### src/shared/asg_consts.svh
// offsets, field positions, reset values of the trigger gate
`ifndef ASG_CONSTS_SVH
`define ASG_CONSTS_SVH
`define ASG_OFS_CTRL 8'h00
`define ASG_OFS_FRAMES 8'h04
`define ASG_OFS_CMD 8'h08
`define ASG_OFS_STATUS 8'h0C
`define ASG_CTRL_GATE 0
`define ASG_CTRL_ORIGIN 1
`define ASG_CTRL_EDGE 2
`define ASG_CTRL_TARGET 3
`define ASG_CTRL_RUNMODE 4
`define ASG_CMD_TRIG 0
`define ASG_CMD_BEGIN 1
`define ASG_CMD_END 2
`define ASG_CTRL_RST 5'h00
`define ASG_FRAMES_RST 8'h01
`define ASG_FRAMES_MIN 8'h01
`define ASG_FRAMES_MAX 8'hFF
`endif

### src/shared/asg_pkg.sv
// types shared by the trigger gate modules
package asg_pkg;
	typedef enum logic [2:0] {
		ASG_IDLE = 3'h1,
		ASG_WAIT_ACQ = 3'h2,
		ASG_WAIT_FRAME = 3'h4
	} asg_state_t;
endpackage

### src/verilog/asg_edge_detect.sv
// pin synchroniser and selectable edge detector
`timescale 1ns/1ps
`default_nettype none
module asg_edge_detect (
	input wire logic clk,
	input wire logic nrst,
	input wire logic pin,
	input wire logic falling_sel,
	output logic pulse
);
	logic sync1; // first stage, read only by sync2
	logic sync2; // safe copy of the pin
	logic prev; // last safe value
	logic next_pulse;

	// edge from the settled stages only
	always_comb begin
		if (falling_sel) begin
			next_pulse = prev & ~sync2;
		end else begin
			next_pulse = ~prev & sync2;
		end
	end

	// two flops before any logic looks at the pin
	always_ff @(posedge clk) begin
		if (!nrst) begin
			sync1 <= 1'b0;
			sync2 <= 1'b0;
			prev <= 1'b0;
			pulse <= 1'b0;
		end else begin
			sync1 <= pin;
			sync2 <= sync1;
			prev <= sync2;
			pulse <= next_pulse;
		end
	end
endmodule
`default_nettype wire

### src/verilog/asg_frame_counter.sv
// counts accepted frame starts against the programmed limit
`timescale 1ns/1ps
`default_nettype none
module asg_frame_counter #(
	parameter int W = 8
) (
	input wire logic clk,
	input wire logic nrst,
	input wire logic clear,
	input wire logic inc,
	input wire logic [W-1:0] limit,
	output logic [W-1:0] count,
	output logic done
);
	logic [W-1:0] next_count;

	initial begin
		if (W < 1 || W > 16) $error("counter width out of range");
	end

	// done fires on the accept that reaches the limit
	assign done = inc && (count + 1'b1 == limit);

	// clear has priority; no wrap since done leaves the state
	always_comb begin
		if (clear) begin
			next_count = '0;
		end else if (inc) begin
			next_count = count + 1'b1;
		end else begin
			next_count = count;
		end
	end

	always_ff @(posedge clk) begin
		if (!nrst) begin
			count <= '0;
		end else begin
			count <= next_count;
		end
	end
endmodule
`default_nettype wire

### src/verilog/asg_trigger_gate.sv
// acquisition start trigger gate with apb registers
// Contract
// frame count programmable from 1 to 255
// host programs count when enabling gating
// gating on starts in wait-for-acquisition
// frame triggers ignored while waiting acquisition
// acquisition trigger moves to wait-for-frame
// count reached returns to wait-for-acquisition
// host trigger command gives one acquisition trigger
// line 1 pin is the hardware source
// rising or falling edge as selected
// host uses continuous mode when gating
// host begins before triggers, ends after
// gating off makes acquisition start internally
// acquisition triggers elsewhere are discarded
// counter cleared on entering wait-for-frame (code clears it only on entry from wait-for-acquisition, not from idle)
// pin edge gives one-cycle pulse
//
// Implementation choices: the address map and the APB slave port.
`timescale 1ns/1ps
`default_nettype none
`include "asg_consts.svh"
module asg_trigger_gate #(
	parameter int CW = 8
) (
	input wire logic clk,
	input wire logic nrst,
	input wire logic psel,
	input wire logic penable,
	input wire logic pwrite,
	input wire logic [7:0] paddr,
	input wire logic [31:0] pwdata,
	output logic [31:0] prdata,
	output logic pready,
	output logic pslverr,
	input wire logic external_acq_start_signal,
	input wire logic frame_trigger_in,
	output logic frame_start_out,
	output asg_pkg::asg_state_t acq_state,
	output logic capture_running
);
	import asg_pkg::*;

	initial begin
		if (CW != 8) $error("frame count width must be 8");
	end

	////////////////////////////////////////////////////////////////////
	// register bus

	logic [4:0] ctrl; // gate, origin, edge, target, run mode
	logic [4:0] next_ctrl;
	logic [CW-1:0] frames_per_acquisition; // limit for one acquisition
	logic [CW-1:0] next_frames;
	logic [31:0] next_prdata;
	logic next_pslverr;
	logic wr; // write taken this edge
	logic setup; // first cycle of a transfer
	logic mapped; // address hits a register
	logic [CW-1:0] count; // frames accepted so far
	logic count_done; // last frame accepted
	logic trigger_gating_enable;
	logic trigger_origin_select; // 0 software, 1 line 1
	logic trigger_edge_select; // 0 rising, 1 falling
	logic trigger_target_select; // 0 frame start, 1 acq start
	logic capture_run_mode; // 1 continuous
	logic host_trigger_command;
	logic capture_begin_command;
	logic capture_end_command;

	assign trigger_gating_enable = ctrl[`ASG_CTRL_GATE];
	assign trigger_origin_select = ctrl[`ASG_CTRL_ORIGIN];
	assign trigger_edge_select = ctrl[`ASG_CTRL_EDGE];
	assign trigger_target_select = ctrl[`ASG_CTRL_TARGET];
	assign capture_run_mode = ctrl[`ASG_CTRL_RUNMODE];

	// zero wait states: access phase always completes at once
	assign pready = 1'b1;
	assign setup = psel && !penable;
	assign wr = psel && penable && pwrite;
	assign mapped = (paddr == `ASG_OFS_CTRL) || (paddr == `ASG_OFS_FRAMES) ||
		(paddr == `ASG_OFS_CMD) || (paddr == `ASG_OFS_STATUS);

	// command bits are pulses, never stored
	assign host_trigger_command = wr && paddr == `ASG_OFS_CMD && pwdata[`ASG_CMD_TRIG];
	assign capture_begin_command = wr && paddr == `ASG_OFS_CMD && pwdata[`ASG_CMD_BEGIN];
	assign capture_end_command = wr && paddr == `ASG_OFS_CMD && pwdata[`ASG_CMD_END];

	// register writes taken in the access cycle, read data captured in the setup cycle
	always_comb begin
		next_ctrl = ctrl;
		next_frames = frames_per_acquisition;
		next_prdata = prdata;
		next_pslverr = pslverr;
		if (wr && paddr == `ASG_OFS_CTRL) begin
			next_ctrl = pwdata[4:0];
		end
		// zero is not a legal count, so such a write is dropped
		if (wr && paddr == `ASG_OFS_FRAMES && pwdata[CW-1:0] >= `ASG_FRAMES_MIN) begin
			next_frames = pwdata[CW-1:0];
		end
		if (setup) begin
			next_pslverr = !mapped;
			next_prdata = 32'h0000_0000;
			if (!pwrite) begin
				unique case (paddr)
					`ASG_OFS_CTRL: begin
						next_prdata = {27'h0, ctrl};
					end
					`ASG_OFS_FRAMES: begin
						next_prdata = {24'h0, frames_per_acquisition};
					end
					`ASG_OFS_STATUS: begin
						next_prdata = {15'h0, capture_running, count, 5'h0, acq_state};
					end
					default: begin
						next_prdata = 32'h0000_0000;
					end
				endcase
			end
		end
	end

	always_ff @(posedge clk) begin
		if (!nrst) begin
			ctrl <= `ASG_CTRL_RST;
			frames_per_acquisition <= `ASG_FRAMES_RST;
			prdata <= 32'h0000_0000;
			pslverr <= 1'b0;
		end else begin
			ctrl <= next_ctrl;
			frames_per_acquisition <= next_frames;
			prdata <= next_prdata;
			pslverr <= next_pslverr;
		end
	end

	////////////////////////////////////////////////////////////////////
	// trigger sources

	logic pin_edge; // qualified edge on line 1
	logic acq_trigger; // one acquisition start trigger
	logic next_running;
	asg_state_t next_state;
	logic enter_frame; // wait-acq to wait-frame this cycle
	logic frame_accept; // frame trigger honoured
	logic next_frame_out;

	asg_edge_detect u_edge (
		.clk(clk),
		.nrst(nrst),
		.pin(external_acq_start_signal),
		.falling_sel(trigger_edge_select),
		.pulse(pin_edge)
	);

	// one source at a time; the other is ignored
	always_comb begin
		if (trigger_origin_select) begin
			acq_trigger = pin_edge;
		end else begin
			acq_trigger = host_trigger_command && trigger_target_select;
		end
	end

	////////////////////////////////////////////////////////////////////
	// acquisition status machine

	// any way out of wait-acq into wait-frame restarts the count
	assign enter_frame = acq_state == ASG_WAIT_ACQ && next_state == ASG_WAIT_FRAME;
	// only the wait-frame state lets frame triggers through
	assign frame_accept = acq_state == ASG_WAIT_FRAME && frame_trigger_in;

	asg_frame_counter #(
		.W(CW)
	) u_count (
		.clk(clk),
		.nrst(nrst),
		.clear(enter_frame),
		.inc(frame_accept && trigger_gating_enable),
		.limit(frames_per_acquisition),
		.count(count),
		.done(count_done)
	);

	// begin wins over end in the same cycle
	always_comb begin
		next_running = capture_running;
		if (capture_end_command) begin
			next_running = 1'b0;
		end
		if (capture_begin_command) begin
			next_running = 1'b1;
		end
	end

	// status transitions; stop returns to idle unless begin comes in the same cycle
	always_comb begin
		next_state = acq_state;
		next_frame_out = frame_accept;
		unique case (acq_state)
			ASG_IDLE: begin
				if (next_running) begin
					// gated start waits; ungated starts itself
					next_state = trigger_gating_enable ? ASG_WAIT_ACQ : ASG_WAIT_FRAME;
				end
			end
			ASG_WAIT_ACQ: begin
				if (!trigger_gating_enable) begin
					next_state = ASG_WAIT_FRAME;
				end else if (acq_trigger) begin
					next_state = ASG_WAIT_FRAME;
				end
			end
			ASG_WAIT_FRAME: begin
				// acquisition triggers here fall on the floor
				if (count_done) begin
					next_state = ASG_WAIT_ACQ;
				end
			end
			default: begin
				next_state = ASG_IDLE;
			end
		endcase
		if (!next_running) begin
			next_state = ASG_IDLE;
		end
	end

	always_ff @(posedge clk) begin
		if (!nrst) begin
			acq_state <= ASG_IDLE;
			capture_running <= 1'b0;
			frame_start_out <= 1'b0;
		end else begin
			acq_state <= next_state;
			capture_running <= next_running;
			frame_start_out <= next_frame_out;
		end
	end
endmodule
`default_nettype wire

### config.mk
export PLATFORM = sky130hd
export DESIGN_NAME = asg_trigger_gate
export DESIGN_NICKNAME = d
export VERILOG_FILES = /design/src/shared/asg_pkg.sv /design/src/verilog/asg_edge_detect.sv /design/src/verilog/asg_frame_counter.sv /design/src/verilog/asg_trigger_gate.sv
export VERILOG_INCLUDE_DIRS = /design/src /design/src/shared
export SDC_FILE = /design/constraint.sdc
export NUM_CORES = 1
export LEC_CHECK = 0
export BUFFER_PORTS_ARGS = -buffer_cell sky130_fd_sc_hd__buf_4
export CAP_MARGIN = 25
export CELL_PAD_IN_SITES_DETAIL_PLACEMENT = 0
export CELL_PAD_IN_SITES_GLOBAL_PLACEMENT = 1
export CORE_ASPECT_RATIO = 1.75
export CORE_MARGIN = 2
export CORE_UTILIZATION = 40
export DETAILED_ROUTE_END_ITERATION = 10
export GPL_TIMING_DRIVEN = 1
export MAX_ROUTING_LAYER = met4
export PLACE_DENSITY = 0.81
export SYNTH_ARGS = -nofsm -noshare
export SYNTH_HDL_FRONTEND = slang
export SYNTH_HIERARCHICAL = 1
export SYNTH_SLANG_ARGS = --single-unit
### constraint.sdc
create_clock -name clk -period 6.3 [get_ports clk]
set_clock_uncertainty 0.1 [all_clocks]
set_input_delay 0.315 -clock clk [delete_from_list [all_inputs] [get_ports clk]]
set_output_delay 0.315 -clock clk [all_outputs]
set_load 0.01 [all_outputs]
==> impl_metrics.csv, run 1 <==
group,metric,value,unit
clocking,post_cts_resized,0,
logic_synthesis,synth_xor_area_frac,0.0538,
run,max_cap_violations,0,
clocking,cts_buffer_depth,2,
logic_synthesis,syn_inst,288,
floorplanning,die_area,0.00720,sq mm
logic_synthesis,synth_compound_area_frac,0.178,
clocking,cts_buffers,5,
clocking,worstSkewPairLatency,0.30,ns
power_and_ir_drop,vdd_ir_drop_max,118,uV
floorplanning,die_w,65.0,um
place,place_area,0.00286,sq mm
routing,antenna_left,0,
logic_synthesis,yosysSeqAreaShare,0.369,
power_and_ir_drop,power_density,192,mW/mm^2
grt,grt_usage,0.181,
clocking,clockRootBuffer,"clkbuf_8",
grt,overflow,0,
logic_synthesis,yosys_warnings,6,
routing,wl,6010,um
sta,setup_slack,3.73,ns
sta,period_share,0.408,
routing,firstDrtPassIters,4,
place,dp_hpwl,4490,um
clocking,hold_buffers,0,
logic_synthesis,avgSynthCellArea,9.05,sq um
logic_synthesis,synth_top_family_by_area,"simple AND/OR/NAND/NOR gates",
sta,worst_pin_slew,0.803,ns
cells_and_area,syn_to_final_growth,14.2,%
grt,grt_pass1_vias,2067,
grt,grt_max_degree,41,
grt,grt_pass1_wl,10000,um
sta,slew_headroom,0.465,
critical_path,end_kind,"flop",
power_and_ir_drop,leakagePower,1.07,nW
sta,finalSetupTns,0,ns
routing,num_vias,2105,
routing,vias_per_cell,5.25,
critical_path,required,6.41,ns
place,place_inst,393,
sta,period_minus_slack,2.57,ns
critical_path,critPathArrivalTime,2.68,ns
routing,routedWlPerCell,15.0,um
grt,antenna_found_initial,0,
logic_synthesis,synthDistinctLibCells,58,
logic_synthesis,synthAdderAreaFrac,0.00480,
logic_synthesis,synth-simple-area-share,0.278,
cells_and_area,nets,368,
sta,maxSlewViolCount,0,
place,gp_congestion,0.884,
place,dp_slack,3.71,ns
logic_synthesis,synthFlopType,"dfxtp_1",
cells_and_area,diodes,0,
critical_path,crit_type,"reg2reg",
cells_and_area,fill_cells,659,
cells_and_area,drive_above_1_share,0.227,
place,port_buffers,45,
floorplanning,die_y,111,um
power_and_ir_drop,p_total,0.000571,W
logic_synthesis,ys_ff_latch,48,
status,status,"completed",
clocking,post_cts_buffers,0,
routing,drc_errors,0,
floorplanning,start_util,0.415,
cells_and_area,multi_input_area,0.00146,sq mm
clocking,htreeDepth,2,
logic_synthesis,synth_edf_count,0,
logic_synthesis,syn_area,0.00261,sq mm
critical_path,worstSetupStartpointType,"flop",
min_path,hp-class,"in2reg",
sta,hold_viol,0,
floorplanning,num_rows,38,
cells_and_area,final_cells,401,
floorplanning,core,0.00628,sq mm
logic_synthesis,async_reset_ff_frac,0,
sta,fmax,389,MHz
cells_and_area,seq_area,961,sq um
critical_path,path_max_fanout,10,
floorplanning,ioPinCount,86,
routing,drt_iter0_markers,110,
cells_and_area,finalInstanceArea,0.00298,sq mm
sta,rsz0062_at_grt,"no",
logic_synthesis,muxShareOfSynthArea,0.0230,
clocking,clkSinkCount,48,
clocking,tritoncts,"done",
clocking,clk_pin_slew_worst_paths,0.09,ns
sta,setup_viol,0,
metal layers:
layer	routed length (um)	part of all wire	GRT usage	up-vias
met5	0	0	-	-
met2	3150	0.52	0.303	55
met4	218	0.036	0.0875	0
met3	221	0.037	0.0315	13
met1	2420	0.40	0.203	971
li1	-	-	-	1066
layout make-up:
cell class | count | share of cell area
Tap cell | 80 | 0.0336
Multi-Input combinational cell | 219 | 0.491
Clock buffer | 5 | 0.0231
Inverter | 1 | 0.00126
Timing Repair Buffer | 45 | 0.114
Clock inverter | 3 | 0.0143
Sequential cell | 48 | 0.323
registers in the layout, indices dropped and copies added (netlist names), 3 cells and up:
name,count
prdata,17
frames_per_acquisition,8
u_count/count,8
ctrl,5
acq_state,3
where the power goes:
group	internal (W)	total, W	switching [W]	leakage (nW)
registers	0.000305	0.000305	0.000000669	0.387
logic	0.0000164	0.0000406	0.0000242	0.624
clock network	0.000118	0.000226	0.000108	0.0541
layout by cell type, fill, tap and decap left out, types with 3 or more instances in the layout:
master / count
nor2b_1: 15
and2_2: 4
nand4_1: 4
o21ai_0: 14
nor4_1: 5
nand2_1: 17
a21boi_0: 13
mux2i_1: 6
nor2_1: 8
conb_1: 16
and2_1: 5
nand3_1: 19
xnor2_1: 10
clkbuf_8: 5
dfxtp_1: 48
a22oi_1: 15
nor3b_1: 3
a21o_1: 4
or3_1: 3
xor2_1: 6
a21oi_1: 4
nand2b_1: 7
buf_4: 45
critical path, stage by stage, from the launching register on:
cell and delay (ns):
dfxtp_1 0.47, nor4bb_1 0.39, and2_1 0.39, o2111ai_1 0.19, nor4b_2 0.42, nand3b_1 0.12, a21o_1 0.17, a221oi_1 0.23
final timing paths:
path | startpoint | slack, ns | endpoint | cells after the start
worst min-delay path | external_acq_start_signal | 0.12 | u_edge/sync1$_SDFF_PN0_ | 2
worst max-delay path | acq_state[2]$_SDFF_PN0_ | 3.73 | acq_state[1]$_SDFF_PN0_ | 7
worst min register to register | u_edge/sync1$_SDFF_PN0_ | 0.38 | u_edge/sync2$_SDFF_PN0_ | 1
worst max register to register | acq_state[2]$_SDFF_PN0_ | 3.73 | acq_state[1]$_SDFF_PN0_ | 7
metrics by stage:
stage / hold WS (ns) / utilization
final: 0.123 / 0.474
after global routing: 0.117 / 0.474
after CTS: 0.118 / 0.474
after detailed placement: 0.376 / 0.456
after global placement: 0.360 / 0.456
after floorplan: 0.326 / -
Yosys cell counts, types with 3 or more instances:
cell	number	share of area
o21ai_0	14	0.027
nand3_1	19	0.036
and2_2	4	0.012
or3_1	3	0.0072
nand2b_1	7	0.017
a21boi_0	13	0.037
nand4_1	4	0.0096
xor2_1	6	0.020
buf_6	5	0.022
buf_2	3	0.0058
nand2_1	17	0.024
buf_4	17	0.049
clkbuf_1	9	0.013
a21o_1	4	0.012
dfxtp_1	48	0.37
and2_1	5	0.012
a21oi_1	4	0.0077
xnor2_1	10	0.034
a22oi_1	15	0.043
nor2_1	8	0.012
nor3b_1	3	0.0086
mux2i_1	6	0.023
nor4_1	5	0.012
nor2b_1	15	0.036
cell families (layout without fill, tap and decap cells):
kind of cell / count (synthesis) / count (layout)
other: 2 / 16
AOI/OAI and AO/OA: 66 / 66
adders and majority gates: 1 / 1
DFF: 48 / 48
buffers and inverters: 35 / 54
xor gates and xnor gates: 16 / 16
and+or+nand+nor: 114 / 114
muxes: 6 / 6
Power figures use the tool's default switching activity.
==> inputs of run 2 (changes only) <==
Settings changed: CORE_UTILIZATION 40 to 33, PLACE_DENSITY 0.81 to 0.71.
Clock period 6.3 ns to 2.2 ns, I/O delays scaled along.
==> run 2 against run 1 <==
Cell count rose by 12%. Clock-buffer cell count increased by 2. Total power increased to 3.4 times the previous value. Via count rose by 9.5%. Sequential cell count is the same. Routed wire length grew 10%. Critical endpoint unchanged.
==> impl_metrics.csv, run 2 (same netlist as run 1, synthesis figures left out) <==
group,metric,value,unit
clocking,htreeDepth,2,
cells_and_area,top_regs,"prdata (17), frames_per_acquisition (8), u_count/count (8)",
floorplanning,core,0.00762,sq mm
place,dp_slack,-0.00476,ns
min_path,hp-class,"in2reg",
floorplanning,die_w,71.2,um
floorplanning,start_util,0.342,
cells_and_area,diodes,0,
sta,worst_pin_slew,0.805,ns
routing,vias_per_cell,5.11,
critical_path,r2r-start,"u_count/count[4]$_SDFFE_PP0P_",
critical_path,required,2.30,ns
power_and_ir_drop,vdd_ir_drop_max,511,uV
power_and_ir_drop,leakagePower,1.33,nW
sta,hold_viol,0,
sta,maxSlewViolCount,0,
critical_path,ff2ff_setup_slack,0.1,ns
sta,fmax,475,MHz
grt,grt_max_degree,41,
routing,drc_errors,0,
place,port_buffers,45,
clocking,clkSinkCount,48,
clocking,clk_pin_slew_worst_paths,0.06,ns
floorplanning,ioPinCount,86,
run,max_cap_violations,0,
cells_and_area,final_common_cell,"buf_4",
sta,rsz0062_at_grt,"yes",
grt,overflow,0,
critical_path,rr_endpoint,"acq_state[1]$_SDFF_PN0_",
cells_and_area,nets,410,
sta,slew_headroom,0.463,
clocking,worstSkewPairLatency,0.29,ns
place,gp_congestion,0.823,
grt,grt_usage,0.160,
clocking,cts_buffer_depth,2,
critical_path,critPathArrivalTime,2.21,ns
routing,drt_iter0_markers,99,
floorplanning,num_rows,42,
cells_and_area,drive_above_1_share,0.347,
cells_and_area,largest_reg_flops,17,
min_path,hold_path_startpoint,"pwdata[3]",
floorplanning,die_area,0.00865,sq mm
status,status,"completed",
routing,routedWlPerCell,14.7,um
routing,antenna_left,0,
sta,period_minus_slack,2.10,ns
critical_path,worstSetupStartpointType,"flop",
min_path,hold_path_depth,3,
critical_path,path_max_fanout,3,
routing,num_vias,2305,
grt,antenna_found_initial,0,
critical_path,rr_worst_depth,8,
cells_and_area,syn_to_final_growth,32.7,%
grt,grt_pass1_vias,2221,
cells_and_area,final_core_util,0.454,
clocking,cts_buffers,5,
sta,setup_slack,0.0956,ns
cells_and_area,final_cell_mix,"buf_4 (83), dfxtp_1 (43), nand3_1 (19)",
clocking,tritoncts,"done",
clocking,clockRootBuffer,"clkbuf_16",
place,dp_hpwl,5100,um
critical_path,end_kind,"flop",
floorplanning,die_y,122,um
routing,wl,6630,um
sta,period_share,0.957,
routing,firstDrtPassIters,4,
min_path,hold_path_end,"ctrl[3]$_SDFFE_PN0P_",
grt,grt_pass1_wl,10500,um
critical_path,crit_type,"reg2reg",
power_and_ir_drop,power_density,558,mW/mm^2
sta,setup_viol,0,
cells_and_area,regMostFlops,"prdata",
[run 2: changes by cell type in the layout (fill, tap and decap cells not counted), sizes merged]
cell         change
buf             +38
dlygate4sd3      +4
clkbuf           +2
clkinv           -1
clkinvlp         -1
[run 2: report_power, final]
part	leakage, nW	internal, W	switching (W)	total (W)
logic	0.851	0.0000569	0.0000728	0.000130
registers	0.389	0.000873	0.00000191	0.000875
clock network	0.0901	0.000598	0.000326	0.000924
[run 2: repair_timing]
item / 4_1_cts / 5_1_grt
hold endpoints to repair: 4 / 0
setup endpoints to repair: 1 / 3
pin swaps: 0 / 3
resized for setup: 1 / 17
setup buffers: 0 / 0
hold buffers: 4 / 0
[run 2: metrics by stage]
stage	area [sq um]	hold slack, ns	TNS [ns]	cells	power, W
2_1_floorplan	2660	0.146	0	302	0.000980
3_3_place_gp	3160	0.227	-0.00522	439	0.00102
3_5_place_dp	3160	0.242	-0.00476	439	0.00102
4_1_cts	3390	0.00205	0	451	0.00195
5_1_grt	3460	0.0142	-0.0439	451	0.00199
6_report	3460	0.00447	0	451	0.00193
[run 2: how the worst max path moves through the flow]
stage	to	from	slack [ns]
finish	acq_state[1]$_SDFF_PN0_	u_count/count[4]$_SDFFE_PP0P_	0.1
global route	acq_state[1]$_SDFF_PN0_	acq_state[0]$_SDFF_PN1_	-0.04
floorplan	acq_state[1]$_SDFF_PN0_	acq_state[0]$_SDFF_PN1_	0.10
CTS	acq_state[1]$_SDFF_PN0_	u_count/count[0]$_SDFFE_PP0P_	0.008
global placement	u_count/count[7]$_SDFFE_PP0P_	acq_state[1]$_SDFF_PN0_	-0.005
detailed placement	u_count/count[7]$_SDFFE_PP0P_	acq_state[1]$_SDFF_PN0_	-0.005
[run 2: cell type report]
class                           instances  area (sq um)
Multi-Input combinational cell        219          1530
Timing Repair Buffer                   87           663
Inverter                                1          3.75
Clock buffer                            7           153
Clock inverter                          1          30.0
Sequential cell                        48           967
Tap cell                               88           110
Fill cell                             755          4160
[run 2: routing by layer]
layer	routed length [um]	share of wire	global-route usage	up-vias
li1	-	-	-	1154
met1	2550	0.39	0.164	1087
met2	3620	0.55	0.287	51
met3	194	0.029	0.0289	13
met4	259	0.039	0.0802	0
met5	0	0	-	-
[run 2: worst max-delay path, stage by stage, from the launching register on]
cell,delay [ns]
dfxtp_1,0.37
nand3_2,0.11
or4_1,0.52
nand3_1,0.09
nor4b_2,0.20
buf_4,0.17
nand3b_1,0.08
a21o_1,0.18
a221oi_2,0.21
==> inputs of run 3 (changes only) <==
Settings changed: CORE_UTILIZATION 33 to 37, PLACE_DENSITY 0.71 to 0.82.
Clock period 2.2 ns to 2.23 ns, I/O delays scaled along.
==> run 3 against run 2 <==
Routed wire length down 2.5%. Total power down 8.4%. Global-route usage up 2.6 points. First-iteration DRC count up 8.1%. Clock power fell by 16%. Highest routed layer unchanged.
==> impl_metrics.csv, run 3 (same netlist as run 1, synthesis figures left out) <==
group,metric,value,unit
clocking,htreeDepth,2,
cells_and_area,regMostFlops,"prdata",
clocking,clockRootBuffer,"clkbuf_16",
place,gp_congestion,0.858,
critical_path,critPathArrivalTime,2.24,ns
clocking,worstSkewPairLatency,0.29,ns
place,dp_slack,0.0794,ns
sta,slew_headroom,0.466,
routing,routedWlPerCell,14.7,um
power_and_ir_drop,combinationalPowerShare,0.071,
critical_path,worstSetupStartpointType,"flop",
cells_and_area,diodes,0,
place,place_area,0.00311,sq mm
sta,fmax,467,MHz
critical_path,rr_worst_depth,8,
sta,period_share,0.961,
grt,grt_usage,0.187,
critical_path,rr_endpoint,"acq_state[1]$_SDFF_PN0_",
cells_and_area,drive_above_1_share,0.315,
sta,maxSlewViolCount,0,
sta,period_minus_slack,2.14,ns
clocking,tritoncts,"done",
cells_and_area,final_common_cell,"buf_4",
sta,worst_pin_slew,0.801,ns
cells_and_area,final_cell_mix,"buf_4 (77), dfxtp_1 (44), nand3_1 (19)",
sta,finalSetupTns,0,ns
clocking,cts_buffer_depth,2,
cells_and_area,syn_to_final_growth,27.7,%
clocking,post_cts_buffers,0,
cells_and_area,finalInstanceArea,0.00333,sq mm
routing,wl,6460,um
critical_path,path_max_fanout,5,
critical_path,crit_type,"reg2reg",
grt,grt_pass1_wl,10700,um
routing,firstDrtPassIters,4,
sta,setup_viol,0,
floorplanning,core,0.00686,sq mm
grt,grt_pass1_vias,2258,
routing,drc_errors,0,
floorplanning,die_y,115,um
floorplanning,die_area,0.00776,sq mm
place,dp_hpwl,4910,um
power_and_ir_drop,leakagePower,1.27,nW
cells_and_area,final_core_util,0.486,
routing,num_vias,2264,
run,max_cap_violations,0,
power_and_ir_drop,sequentialPowerShare,0.489,
power_and_ir_drop,p_int,0.00139,W
cells_and_area,largest_reg_flops,17,
cells_and_area,nets,403,
sta,setup_slack,0.0866,ns
critical_path,ff2ff_setup_slack,0.09,ns
critical_path,r2r-start,"u_count/count[1]$_SDFFE_PP0P_",
power_and_ir_drop,power_frac_clock,0.440,
critical_path,crit_start,"u_count/count[1]$_SDFFE_PP0P_",
routing,drt_iter0_markers,107,
floorplanning,ioPinCount,86,
floorplanning,die_w,67.4,um
floorplanning,start_util,0.380,
power_and_ir_drop,switching_power,0.000380,W
clocking,clk_pin_slew_worst_paths,0.06,ns
critical_path,required,2.32,ns
grt,antenna_found_initial,0,
clocking,cts_buffers,5,
critical_path,end_kind,"flop",
cells_and_area,top_regs,"prdata (17), frames_per_acquisition (8), u_count/count (8)",
critical_path,setup.worst_path.end,"acq_state[1]$_SDFF_PN0_",
sta,hold_viol,0,
status,status,"completed",
min_path,hp-class,"in2reg",
power_and_ir_drop,vdd_ir_drop_max,271,uV
grt,grt_max_degree,41,
clocking,clkSinkCount,48,
power_and_ir_drop,p_sw_frac,0.215,
place,port_buffers,45,
grt,overflow,0,
power_and_ir_drop,power_density,530,mW/mm^2
floorplanning,num_rows,40,
routing,vias_per_cell,5.16,
routing,antenna_left,0,
## run 3: cell count changes in the layout (fill, tap and decap cells not counted), sizes merged
cell and delta:
bufinv -1, dlygate4sd3 -1, buf -6
## run 3: cell type report
cell class | count | area [sq um]
fillers | 657 | 3530
well taps | 84 | 105
multi-input cells | 219 | 1490
repair buffers | 80 | 608
clock buffers | 7 | 153
inverters | 1 | 3.75
flip-flops and latches | 48 | 966
## run 3: worst min path at each step
stage               slack [ns]                       from                                     end  cells after the start
floorplan                 0.15  external_acq_start_signal                 u_edge/sync1$_SDFF_PN0_                      1
global placement          0.23  external_acq_start_signal                 u_edge/sync1$_SDFF_PN0_                      2
detailed placement        0.24  external_acq_start_signal                 u_edge/sync1$_SDFF_PN0_                      2
CTS                     0.0004                  pwdata[6]  frames_per_acquisition[6]$_SDFFE_PN0P_                      3
global route              0.03                  pwdata[6]  frames_per_acquisition[6]$_SDFFE_PN0P_                      3
finish                   0.001                  pwdata[6]  frames_per_acquisition[6]$_SDFFE_PN0P_                      3
## run 3: metal layers
layer | wire length (um) | up-vias | global-route usage
met5 | 0 | - | -
met4 | 227 | 0 | 0.0925
met3 | 236 | 15 | 0.0323
met2 | 3560 | 59 | 0.337
met1 | 2440 | 1052 | 0.186
li1 | - | 1138 | -
## run 3: power by group through the flow
stage / clock network (W) / logic (W) / registers, W
after floorplan: 0 / 0.0000847 / 0.000882
after global placement: 0 / 0.000119 / 0.000882
after detailed placement: 0 / 0.000121 / 0.000882
after CTS: 0.000798 / 0.000126 / 0.000863
after global routing: 0.000828 / 0.000138 / 0.000863
final: 0.000777 / 0.000126 / 0.000863
## run 3: stage by stage
step,power [W],hold WS (ns),std cells
2_1_floorplan,0.000967,0.148,302
3_3_place_gp,0.00100,0.229,429
3_5_place_dp,0.00100,0.242,429
4_1_cts,0.00179,0.000403,439
5_1_grt,0.00183,0.0259,439
6_report,0.00177,0.00144,439
## run 3: timing repair
action	4_1_cts	5_1_grt
hold buffers	3	0
gates resized for setup	0	9
endpoints found under the hold margin	3	0
setup endpoints to repair	0	2
## run 3: critical path, cell delays in order, from the launching register on
cell and delay, ns:
dfxtp_1 0.44, nand2_2 0.10, or4_1 0.47, nand3_1 0.11, nor4b_2 0.21, buf_4 0.16, nand3b_1 0.06, a21o_1 0.16
a221oi_1 0.23
